--- config.mk ---
export PLATFORM = sky130hd
export DESIGN_NAME = sdp_pin_if
export DESIGN_NICKNAME = d
export VERILOG_FILES = /design/src/rtl/sdp_pkg.sv /design/src/rtl/sdp_pin_if.sv
export SDC_FILE = /design/constraint.sdc
export NUM_CORES = 1
export LEC_CHECK = 0
export BUFFER_PORTS_ARGS = -buffer_cell sky130_fd_sc_hd__buf_2
export CORE_ASPECT_RATIO = 1.25
export CORE_UTILIZATION = 40
export DETAILED_ROUTE_END_ITERATION = 8
export PLACE_DENSITY = 0.63
export SKIP_LAST_GASP = 1
export SYNTH_ARGS = -nofsm -noshare
export SYNTH_HDL_FRONTEND = slang
export SYNTH_SLANG_ARGS = --single-unit
--- constraint.sdc ---
create_clock -name clk_sys -period 1.85 [get_ports clk_sys]
set_clock_uncertainty 0.1 [all_clocks]
set_input_delay 0 -clock clk_sys [delete_from_list [all_inputs] [get_ports clk_sys]]
set_output_delay 0 -clock clk_sys [all_outputs]
set_load 0.01 [all_outputs]
--- src/rtl/sdp_pkg.sv ---
// Constants, command set and reset states of the SDRAM pin interface.
// Assumes one 100 MHz system clock; the memory clock is that clock halved.
package sdp_pkg;

  // Pin widths
  localparam int ADDR_W  = 13;
  localparam int DQ_W    = 32;
  localparam int BANK_W  = 2;
  localparam int CHIPS   = 2;
  localparam int MASK_W  = 4;

  // Pin levels once reset has ended
  localparam logic [ADDR_W-1:0] ADDR_POST = 13'h0000;
  localparam logic [DQ_W-1:0]   DQ_POST   = 32'hffff_ffff;
  localparam logic [BANK_W-1:0] BANK_POST = 2'h0;
  localparam logic [CHIPS-1:0]  CS_POST   = 2'h3;
  localparam logic [MASK_W-1:0] MASK_POST = 4'h0;
  localparam logic              CLK_POST  = 1'h0;
  localparam logic              CKE_POST  = 1'h1;
  localparam logic [2:0]        STRB_POST = 3'h7;

  // Timing: memory clocks from read command to data at the pins
  localparam logic [2:0] CAS_LAT_CLKS = 3'h2;
  // Two extra rising edges: command sample plus pin synchroniser
  localparam logic [2:0] RD_CAP_TICK  = CAS_LAT_CLKS + 3'h2;

  typedef enum logic [2:0] {
    CMD_NOP, CMD_ACT, CMD_RD, CMD_WR, CMD_PRE, CMD_REF, CMD_MRS
  } sdp_cmd_t;

  typedef enum logic [1:0] {
    ST_PWR_RESET, ST_SYS_RESET, ST_WAIT_LOCK, ST_RUN
  } sdp_rst_state_t;

  // Strobe levels {row, col, write}, all active low
  function automatic logic [2:0] sdp_cmd_pins(input sdp_cmd_t c);
    logic [2:0] p;
    p = STRB_POST;
    unique case (c)
      CMD_ACT: p = 3'h3;
      CMD_RD:  p = 3'h5;
      CMD_WR:  p = 3'h4;
      CMD_PRE: p = 3'h2;
      CMD_REF: p = 3'h1;
      CMD_MRS: p = 3'h0;
      default: p = STRB_POST;
    endcase
    return p;
  endfunction : sdp_cmd_pins

endpackage : sdp_pkg

--- src/rtl/sdp_pin_if.sv ---
// Pin-level SDRAM interface: reset sequencing, forwarded clock, command pins, data bus.
// Assumes reset pins and PLL lock arrive asynchronously; the pad ring resolves the enables.
//
// Overview of operation
// - Power-on reset input low means power-up reset, whatever system reset shows.
// - Power-on high with system reset low means system reset.
// - Post-reset levels apply only with both resets high and PLL locked.
// - In either reset every memory pin, forwarded clock included, floats.
// - 13-bit address drives row/column location; low after reset.
// - 32-bit two-way data bus; driven high after reset.
// - Outputs launched for the forwarded clock's rising edge; inputs sampled there; clock starts low.
// - 2-bit bank select for the current command; low after reset.
// - Row, column, write and chip strobes encode commands; high after reset.
// - Two active-low chip selects; memory obeys commands only while selected.
// - Clock enable high lets memory run its clock, low stops it; high after reset.
// - 4-bit byte mask selects data bytes; low after reset.
// - Names ending in the low suffix assert at 0; others assert at 1.
`timescale 1ns/10ps

module sdp_pin_if (
  // Clock, reset, freeze
  input  wire logic                       clk_sys,
  input  wire logic                       arst_n,
  input  wire logic                       clk_en,
  // Reset pins and PLL lock, asynchronous
  input  wire logic                       power_on_reset_l,
  input  wire logic                       sys_reset_l,
  input  wire logic                       pll_lock,
  // Command port
  input  wire logic                       cmd_valid,
  input  wire sdp_pkg::sdp_cmd_t          cmd_code,
  input  wire logic                       cmd_chip,
  input  wire logic [sdp_pkg::BANK_W-1:0] cmd_bank,
  input  wire logic [sdp_pkg::ADDR_W-1:0] cmd_addr,
  input  wire logic [sdp_pkg::DQ_W-1:0]   cmd_wdata,
  input  wire logic [sdp_pkg::MASK_W-1:0] cmd_mask,
  input  wire logic                       clk_stop_req,
  output logic                            cmd_ready,
  // Read return and status
  output logic [sdp_pkg::DQ_W-1:0]        rd_data,
  output logic                            rd_valid,
  output logic                            pwr_reset_active,
  output logic                            sys_reset_active,
  output logic                            post_reset,
  // Memory pins
  output logic                            mem_clk_fwd,
  output logic [sdp_pkg::ADDR_W-1:0]      mem_addr,
  output logic [sdp_pkg::BANK_W-1:0]      mem_bank_sel,
  output logic                            mem_row_strobe_l,
  output logic                            mem_col_strobe_l,
  output logic                            mem_write_en_l,
  output logic [sdp_pkg::CHIPS-1:0]       mem_chip_sel_l,
  output logic                            mem_clk_enable,
  output logic [sdp_pkg::MASK_W-1:0]      mem_byte_mask,
  output logic                            mem_ctl_oe_l,
  // Memory data bus
  output logic [sdp_pkg::DQ_W-1:0]        mem_dq_out,
  input  wire logic [sdp_pkg::DQ_W-1:0]   mem_dq_in,
  output logic                            mem_dq_oe_l
);

  // Synchronisers
  logic [2:0]                 sync1_ff;
  logic [2:0]                 sync2_ff;
  logic [sdp_pkg::DQ_W-1:0]   dq_sync1_ff;
  logic [sdp_pkg::DQ_W-1:0]   dq_sync2_ff;

  // State
  sdp_pkg::sdp_rst_state_t    state_ff;
  logic                       clk_fwd_ff;
  logic                       ready_ff;
  logic [2:0]                 rd_cnt_ff;
  logic [sdp_pkg::DQ_W-1:0]   rd_data_ff;
  logic                       rd_valid_ff;
  logic                       pwr_rst_ff;
  logic                       sys_rst_ff;
  logic                       post_ff;

  // Pin registers
  logic [sdp_pkg::ADDR_W-1:0] addr_ff;
  logic [sdp_pkg::BANK_W-1:0] bank_ff;
  logic [2:0]                 strb_ff;
  logic [sdp_pkg::CHIPS-1:0]  cs_l_ff;
  logic                       cke_ff;
  logic [sdp_pkg::MASK_W-1:0] mask_ff;
  logic                       ctl_oe_l_ff;
  logic [sdp_pkg::DQ_W-1:0]   dq_out_ff;
  logic                       dq_oe_l_ff;

  // Reset condition decode
  wire por_ok  = sync2_ff[0];
  wire sys_ok  = sync2_ff[1];
  wire lock_ok = sync2_ff[2];

  sdp_pkg::sdp_rst_state_t nxt_state;
  assign nxt_state = !por_ok  ? sdp_pkg::ST_PWR_RESET :
                     !sys_ok  ? sdp_pkg::ST_SYS_RESET :
                     !lock_ok ? sdp_pkg::ST_WAIT_LOCK :
                                sdp_pkg::ST_RUN;

  wire run      = (state_ff == sdp_pkg::ST_RUN);
  wire nxt_run  = (nxt_state == sdp_pkg::ST_RUN);
  wire entering = nxt_run && !run;
  // Launch: clock about to fall, so pins settle half a period before the rise
  wire launch   = run && nxt_run && clk_fwd_ff;
  wire rise     = run && nxt_run && !clk_fwd_ff;

  // Command decode
  wire take     = cmd_valid && ready_ff;
  wire take_rd  = take && (cmd_code == sdp_pkg::CMD_RD);
  wire take_wr  = take && (cmd_code == sdp_pkg::CMD_WR);
  wire take_sel = take && (cmd_code != sdp_pkg::CMD_NOP);
  wire rd_cap   = rise && (rd_cnt_ff == sdp_pkg::RD_CAP_TICK);

  logic [sdp_pkg::CHIPS-1:0] sel_l;
  genvar gi;
  generate
    for (gi = 0; gi < sdp_pkg::CHIPS; gi++) begin : g_cs
      // Unselected chip ignores the strobes, so only one goes low
      assign sel_l[gi] = !(take_sel && (cmd_chip == 1'(gi)));
    end
  endgenerate

  // Next pin values
  wire [2:0] nxt_strb = take ? sdp_pkg::sdp_cmd_pins(cmd_code)
                             : sdp_pkg::STRB_POST;
  wire [sdp_pkg::ADDR_W-1:0] nxt_addr = take ? cmd_addr : addr_ff;
  wire [sdp_pkg::BANK_W-1:0] nxt_bank = take ? cmd_bank : bank_ff;
  wire [sdp_pkg::MASK_W-1:0] nxt_mask = take ? cmd_mask : mask_ff;
  wire                       nxt_cke  = !clk_stop_req;
  // Bus released from read issue until the capture edge
  wire nxt_dq_oe_l = take_rd || ((rd_cnt_ff != 3'h0) && !rd_cap);
  wire [sdp_pkg::DQ_W-1:0] nxt_dq_out = take_wr ? cmd_wdata : sdp_pkg::DQ_POST;
  wire [2:0] nxt_rd_cnt = take_rd ? 3'h1 :
                          rd_cap  ? 3'h0 :
                          (rise && rd_cnt_ff != 3'h0) ? rd_cnt_ff + 3'h1 : rd_cnt_ff;
  wire nxt_clk_fwd = nxt_run && run ? !clk_fwd_ff : sdp_pkg::CLK_POST;
  // Registered ready stands only in a launch cycle and with no read in flight
  wire nxt_ready   = nxt_run && run && !clk_fwd_ff && (nxt_rd_cnt == 3'h0);

  // Pin synchronisers
  always_ff @(posedge clk_sys or negedge arst_n) begin
    if (!arst_n) begin
      sync1_ff    <= 3'h0;
      sync2_ff    <= 3'h0;
      dq_sync1_ff <= 32'h0000_0000;
      dq_sync2_ff <= 32'h0000_0000;
    end else if (clk_en) begin
      sync1_ff    <= {pll_lock, sys_reset_l, power_on_reset_l};
      sync2_ff    <= sync1_ff;
      dq_sync1_ff <= mem_dq_in;
      dq_sync2_ff <= dq_sync1_ff;
    end
  end

  // Reset state and status
  always_ff @(posedge clk_sys or negedge arst_n) begin
    if (!arst_n) begin
      state_ff   <= sdp_pkg::ST_PWR_RESET;
      pwr_rst_ff <= 1'h1;
      sys_rst_ff <= 1'h0;
      post_ff    <= 1'h0;
    end else if (clk_en) begin
      state_ff   <= nxt_state;
      pwr_rst_ff <= (nxt_state == sdp_pkg::ST_PWR_RESET);
      sys_rst_ff <= (nxt_state == sdp_pkg::ST_SYS_RESET);
      post_ff    <= nxt_run;
    end
  end

  // Clock, handshake and read tracking
  always_ff @(posedge clk_sys or negedge arst_n) begin
    if (!arst_n) begin
      clk_fwd_ff  <= sdp_pkg::CLK_POST;
      ready_ff    <= 1'h0;
      rd_cnt_ff   <= 3'h0;
      rd_data_ff  <= 32'h0000_0000;
      rd_valid_ff <= 1'h0;
    end else if (clk_en) begin
      clk_fwd_ff  <= nxt_clk_fwd;
      ready_ff    <= nxt_ready;
      rd_cnt_ff   <= nxt_run ? nxt_rd_cnt : 3'h0;
      rd_valid_ff <= rd_cap;
      if (rd_cap) begin
        rd_data_ff <= dq_sync2_ff;
      end
    end
  end

  // Output enables: float in any reset, drive from the first run cycle
  always_ff @(posedge clk_sys or negedge arst_n) begin
    if (!arst_n) begin
      ctl_oe_l_ff <= 1'h1;
      dq_oe_l_ff  <= 1'h1;
    end else if (clk_en) begin
      ctl_oe_l_ff <= !nxt_run;
      if (!nxt_run || entering) begin
        dq_oe_l_ff <= !nxt_run;
      end else if (launch || rd_cap) begin
        dq_oe_l_ff <= nxt_dq_oe_l;
      end
    end
  end

  // Command and data pins: post-reset levels until a launch changes them
  always_ff @(posedge clk_sys or negedge arst_n) begin
    if (!arst_n) begin
      addr_ff   <= sdp_pkg::ADDR_POST;
      bank_ff   <= sdp_pkg::BANK_POST;
      strb_ff   <= sdp_pkg::STRB_POST;
      cs_l_ff   <= sdp_pkg::CS_POST;
      cke_ff    <= sdp_pkg::CKE_POST;
      mask_ff   <= sdp_pkg::MASK_POST;
      dq_out_ff <= sdp_pkg::DQ_POST;
    end else if (clk_en) begin
      if (!run) begin
        addr_ff   <= sdp_pkg::ADDR_POST;
        bank_ff   <= sdp_pkg::BANK_POST;
        strb_ff   <= sdp_pkg::STRB_POST;
        cs_l_ff   <= sdp_pkg::CS_POST;
        cke_ff    <= sdp_pkg::CKE_POST;
        mask_ff   <= sdp_pkg::MASK_POST;
        dq_out_ff <= sdp_pkg::DQ_POST;
      end else if (launch) begin
        addr_ff   <= nxt_addr;
        bank_ff   <= nxt_bank;
        strb_ff   <= nxt_strb;
        cs_l_ff   <= sel_l;
        cke_ff    <= nxt_cke;
        mask_ff   <= nxt_mask;
        dq_out_ff <= nxt_dq_out;
      end
    end
  end

  // Active-low pins carry the _l suffix and idle at 1
  assign mem_row_strobe_l = strb_ff[2];
  assign mem_col_strobe_l = strb_ff[1];
  assign mem_write_en_l   = strb_ff[0];
  assign mem_chip_sel_l   = cs_l_ff;
  assign mem_clk_fwd      = clk_fwd_ff;
  assign mem_addr         = addr_ff;
  assign mem_bank_sel     = bank_ff;
  assign mem_clk_enable   = cke_ff;
  assign mem_byte_mask    = mask_ff;
  assign mem_ctl_oe_l     = ctl_oe_l_ff;
  assign mem_dq_out       = dq_out_ff;
  assign mem_dq_oe_l      = dq_oe_l_ff;
  assign cmd_ready        = ready_ff;
  assign rd_data          = rd_data_ff;
  assign rd_valid         = rd_valid_ff;
  assign pwr_reset_active = pwr_rst_ff;
  assign sys_reset_active = sys_rst_ff;
  assign post_reset       = post_ff;

endmodule : sdp_pin_if

==> results of run 1 <==
## routing by layer
layer,part of all wire,GRT usage,vias up
met5,0,0,-
met1,0.43,0.232,2497
li1,-,-,2379
met2,0.49,0.326,173
met3,0.061,0.0467,25
met4,0.019,0.0734,0
## path summary, 6_finish.rpt
kind,slack [ns],end,depth (start not counted),start
setup / recovery,0.03,rd_data[29]$_DFFE_PN0P_,6,rd_cnt_ff[1]$_DFFE_PN0P_
hold / removal,-0.04,mem_addr[4]$_DFFE_PN0P_,2,arst_n
setup reg to reg,0.03,rd_data[29]$_DFFE_PN0P_,6,rd_cnt_ff[1]$_DFFE_PN0P_
hold reg to reg,0.36,mem_dq_out[20]$_DFFE_PN1P_,2,mem_dq_out[20]$_DFFE_PN1P_
max in group asynchronous,1.02,mem_dq_out[25]$_DFFE_PN1P_,3,arst_n
min in group clk_sys,0.05,strb_ff[1]$_DFFE_PN1P_,5,cmd_valid
## power breakdown
group	switching (mW)	internal, mW
clock network	1.44	1.94
registers	0.164	4.14
logic	0.462	0.540
## through the flow
stage          total power [mW]  cells  instance area, um^2  utilization  hold WS (ns)
6_report                   8.69   1034                 9630        0.587       -0.0364
5_1_grt                    9.11   1034                 9630        0.587       -0.0125
3_3_place_gp               5.16    905                 8050        0.491        -0.172
2_1_floorplan              4.79    508                 6830            -        -0.396
3_5_place_dp               5.21    905                 8050        0.491        -0.169
4_1_cts                    8.83   1033                 9590        0.585        0.0321
## cell families (layout without fill, tap and decap cells)
group	after synthesis	count (layout)
and+or+nand+nor	103	103
adders and majority gates	2	2
muxes	102	102
DFF	172	172
buffers and inverters	40	350
AOI/OAI and AO/OA	87	87
xor gates and xnor gates	2	2
## flip-flops by register name (all words and copies together), names as in the netlist
register	flops
mem_bank_sel	2
mem_addr	13
sync1_ff	3
mem_dq_out	32
sync2_ff	3
cmd_ready	1
sys_reset_active	1
mem_chip_sel_l	2
rd_data	32
strb_ff	3
dq_sync1_ff	32
post_reset	1
mem_ctl_oe_l	1
dq_sync2_ff	32
mem_dq_oe_l	1
pwr_reset_active	1
state_ff	2
rd_valid	1
mem_clk_enable	1
mem_clk_fwd	1
mem_byte_mask	4
rd_cnt_ff	3
## timing repair
item | CTS | global route
resized for setup | 1 | 4
setup buffers | 0 | 2
setup endpoints to repair | 19 | 78
pin swaps | 0 | 1
hold endpoints to repair | 247 | 0
hold buffers | 96 | 0
## cell type report
| class | count | area, um^2 |
|---|---|---|
| timing repair buffer | 307 | 2120 |
| sequential | 172 | 4360 |
| inverter | 11 | 41.3 |
| clock buffer | 20 | 457 |
| multi-input combinational | 296 | 2270 |
| clock inverter | 12 | 114 |
| fill | 1342 | 6770 |
| tap | 216 | 270 |
## cells in the final DEF (no fill, tap or decap), types with 4 or more instances in the layout
cell type / instances
a22o_1: 19
buf_2: 189
o21ai_1: 8
buf_4: 17
a21oi_1: 5
a31oi_1: 5
inv_1: 10
nand2_1: 40
clkinv_2: 4
dfstp_2: 41
dlygate4sd3_1: 95
nand3_1: 5
clkbuf_16: 17
nor2_1: 37
mux2_2: 96
o21ai_0: 35
clkinv_4: 5
mux2_1: 5
dfrtp_1: 131
==> results.yml, run 1 <==
synthesis:
  synth.top_cell.area_share: 0.481
  seq_area_frac_synth: 0.640
  synth_cell_types: 48
  yosysMostFrequentCell: "dfrtp_1"
  synth_adder_area_share: 0.00368
  synth_ff_type: "dfrtp_1"
  synthArstFlopShare: 1.00
  netlist_top_cells_area: "dfrtp_1 (48%), mux2_2 (16%), dfstp_2 (16%)"
  synth_common_cells: "dfrtp_1 (131), mux2_2 (96), dfstp_2 (41), nand2_1 (41), nor2_1 (37)"
  synth_nets: 605
  synth_top_family_by_area: "multiplexers"
  syn_inst: 508
  synth-simple-area-share: 0.0717
  yosysWarnings: 0
  synth_edf_count: 0
  synth_area_per_cell_um2: 13.4
  netlist_area_um2: 6810
  synth_seq_cells: 172
  muxShareOfSynthArea: 0.169
  synth_top_cell_by_area: "dfrtp_1"
  synth_compound_area_frac: 0.0818
  synth-xor-area-share: 0.00257
routing:
  vias_per_cell: 4.91
  drt-total-wl_um: 15600
  drtIter0Drc: 264
  drt_pass1_iterations: 4
  wl_per_cell_um: 15.1
  drtAntennaViolNets: 0
  routed-via-count: 5074
  drc: 0
timing:
  worstMarginPinSlew_ns: 0.630
  relSlewSlack: 0.580
  period_share: 0.984
  fin_crit_ns: 1.82
  setup_viol: 0
  fin_ws_ns: 0.0288
  hold_violations: 19
  hold_ws_ns: -0.0364
  finalMaxSlewViolations: 0
  fmax_mhz: 549
  final.setup.tns_ns: 0
  rsz0062_at_grt: "yes"
layout:
  nets: 902
  drive_gt1_frac: 0.480
  antenna_cells: 0
  area_delta_synth_final_pct: 41.4
floorplanning:
  initial_core_util: 0.415
  dieArea_um2: 17600
  io-pin-count: 192
  fp-row-count: 52
  die_x_um: 119
  die_h_um: 148
  core-area_um2: 16400
clock_tree:
  cts_htree_levels: 4
  tritoncts: "yes"
  cts-buffers-inserted: 17
  cts_buffer_depth: 2
  path_clk_slew_ns: 0.06
  ctsRootBufferMaster: "clkbuf_16"
  clk_latency_ns: 0.42
  numClockSinks: 172
status:
  status: "complete, but fails checks"
  violations: "negative hold slack"
placement:
  io_buffers: 191
  gp_congestion: 0.836
  pre_cts_slack_ns: -0.0273
  post-dp-hpwl_um: 10400
global_routing:
  grt_max_degree: 55
  grt_use_total: 0.190
  grt_pass1_wl_um: 26500
  grt_pass1_vias: 5383
  antenna_found_initial: 0
  overflow: 0
flow_run:
  drv_cap: 0
power:
  pwr_density_cell_nw_per_um2: 902
  power.leakage_nw: 4.67
  max-vdd-ir-drop_uv: 556
worst_hold_path:
  hp-class: "in -> async"
critical_path:
  cp_num_buf_inv: 2
  crit_chain: "inv_1 -> ha_2 -> nand2_4 -> nor4_4 -> buf_12 -> mux2_2"
  crit_type: "reg -> reg"
  cp-end-kind: "register"
  cp_slowest_cell: "dfrtp_1"
  cp_slowest_stage_delay_ns: 0.41
  start_kind: "register"
  worst_ep_required_time_ns: 2.05
  arrival_ns: 2.02
  cp_top_family: "flip-flops"
  crit_fanout: 33
Power figures use the tool's default switching activity.
==> inputs of run 2 (changes only) <==
--- a/config.mk
+++ b/config.mk
@@ -8,6 +8,7 @@
 export BUFFER_PORTS_ARGS = -buffer_cell sky130_fd_sc_hd__buf_2
 export CORE_ASPECT_RATIO = 1.25
 export CORE_UTILIZATION = 40
+export CTS_BUF_LIST = sky130_fd_sc_hd__clkbuf_8 sky130_fd_sc_hd__clkbuf_16
 export DETAILED_ROUTE_END_ITERATION = 8
 export PLACE_DENSITY = 0.63
 export SKIP_LAST_GASP = 1
==> results.yml, run 2 (synthesized netlist as in run 1, its figures left out) <==
power:
  pwr_density_cell_nw_per_um2: 902
  max-vdd-ir-drop_uv: 556
  power.leakage_nw: 4.68
  p_total_mw: 8.68
layout:
  antenna_cells: 0
  layout_common_cells: "buf_2 (189), dfrtp_1 (131), mux2_2 (96), dlygate4sd3_1 (95), dfstp_2 (41)"
  seq_area_um2: 4360
  nets: 902
  layoutNonFillerInstCount: 1034
  drive_gt1_frac: 0.480
  multi_input_area_um2: 2270
  area_delta_synth_final_pct: 41.4
  final_common_cell: "buf_2"
  final_area_um2: 9630
  finish.utilization: 0.587
  nFillCells: 1342
clock_tree:
  cts_buffer_depth: 2
  clk_latency_ns: 0.42
  numClockSinks: 172
  ctsRootBufferMaster: "clkbuf_16"
  path_clk_slew_ns: 0.06
  cts-buffers-inserted: 17
  cts_htree_levels: 4
  tritoncts: "yes"
global_routing:
  overflow: 0
  antenna_found_initial: 0
  grt_pass1_vias: 5383
  grt_use_total: 0.190
  grt_pass1_wl_um: 26500
  grt_max_degree: 55
status:
  violations: "negative hold slack"
  status: "complete, but fails checks"
routing:
  wl_per_cell_um: 15.1
  routed-via-count: 5073
  vias_per_cell: 4.91
  drc: 0
  drtAntennaViolNets: 0
  drt_pass1_iterations: 4
  drtIter0Drc: 269
  drt-total-wl_um: 15600
timing:
  setup_viol: 0
  relSlewSlack: 0.580
  fin_crit_ns: 1.82
  finalMaxSlewViolations: 0
  rsz0062_at_grt: "yes"
  worstMarginPinSlew_ns: 0.630
  period_share: 0.984
  hold_ws_ns: -0.0363
  hold_violations: 19
  fmax_mhz: 549
critical_path:
  cp-end-kind: "register"
  worst_ep_required_time_ns: 2.05
  arrival_ns: 2.02
  start_kind: "register"
  crit_type: "reg -> reg"
  crit_fanout: 33
flow_run:
  drv_cap: 0
placement:
  dpl-instance-area_um2: 8050
  post-dp-hpwl_um: 10400
  gp_congestion: 0.836
  dp.cells: 905
  io_buffers: 191
worst_hold_path:
  hp-class: "in -> async"
floorplanning:
  fp-row-count: 52
  core-area_um2: 16400
  io-pin-count: 192
  dieArea_um2: 17600
  die_x_um: 119
  die_h_um: 148
  initial_core_util: 0.415
run 2: cell count changes in the layout (fill, tap and decap cells not counted):
cell / before / now
clkbuf_1: 1 / 0
inv_1: 10 / 11
run 2: path summary, 6_finish.rpt:
path	startpoint	end	slack (ns)	cells past startpoint
max	rd_cnt_ff[1]$_DFFE_PN0P_	rd_data[29]$_DFFE_PN0P_	0.03	6
min	arst_n	mem_addr[4]$_DFFE_PN0P_	-0.04	2
max reg2reg	rd_cnt_ff[1]$_DFFE_PN0P_	rd_data[29]$_DFFE_PN0P_	0.03	6
min reg2reg	mem_dq_out[20]$_DFFE_PN1P_	mem_dq_out[20]$_DFFE_PN1P_	0.36	2
max in group asynchronous	arst_n	mem_dq_out[25]$_DFFE_PN1P_	1.02	3
min in group clk_sys	cmd_valid	strb_ff[1]$_DFFE_PN1P_	0.05	5
run 2: what timing repair did:
item                                    in CTS  in global routing
setup buffers                                0                  2
gates resized for setup                      1                  4
cloned                                       0                  0
pin swaps                                    0                  1
hold buffers                                96                  0
endpoints found under the setup margin      19                 78
hold endpoints to repair                   247                  0
run 2: report_power, final:
part	total, mW	internal, mW	switching [mW]
clock network	3.37	1.93	1.44
registers	4.30	4.14	0.164
logic	1.00	0.540	0.462
run 2: per-layer routing:
metal,track usage,vias up,share of wire
li1,-,2379,-
met1,0.232,2499,0.43
met2,0.326,170,0.49
met3,0.0467,25,0.061
met4,0.0734,0,0.019
met5,0,-,0
run 2: metrics by stage:
step	worst slack (ns)	hold slack (ns)	TNS, ns
2_1_floorplan	0.000788	-0.396	0
3_3_place_gp	0.0652	-0.172	0
3_5_place_dp	-0.0273	-0.169	-0.239
4_1_cts	0.00932	0.0321	0
5_1_grt	-0.0255	-0.0125	-0.225
6_report	0.0292	-0.0363	0
run 2: critical path: stages (launching register included):
cell and delay (ns):
dfrtp_1 0.41, inv_1 0.08, ha_2 0.21, nand2_4 0.06, nor4_4 0.19, buf_12 0.25, mux2_2 0.37
run 2: layout make-up:
type	instances	area share
inverters	11	0.00429
flip-flops and latches	172	0.452
clock inverters	13	0.0122
repair buffers	307	0.220
multi-input cells	296	0.236
clock buffers	19	0.0470
well taps	216	0.0281
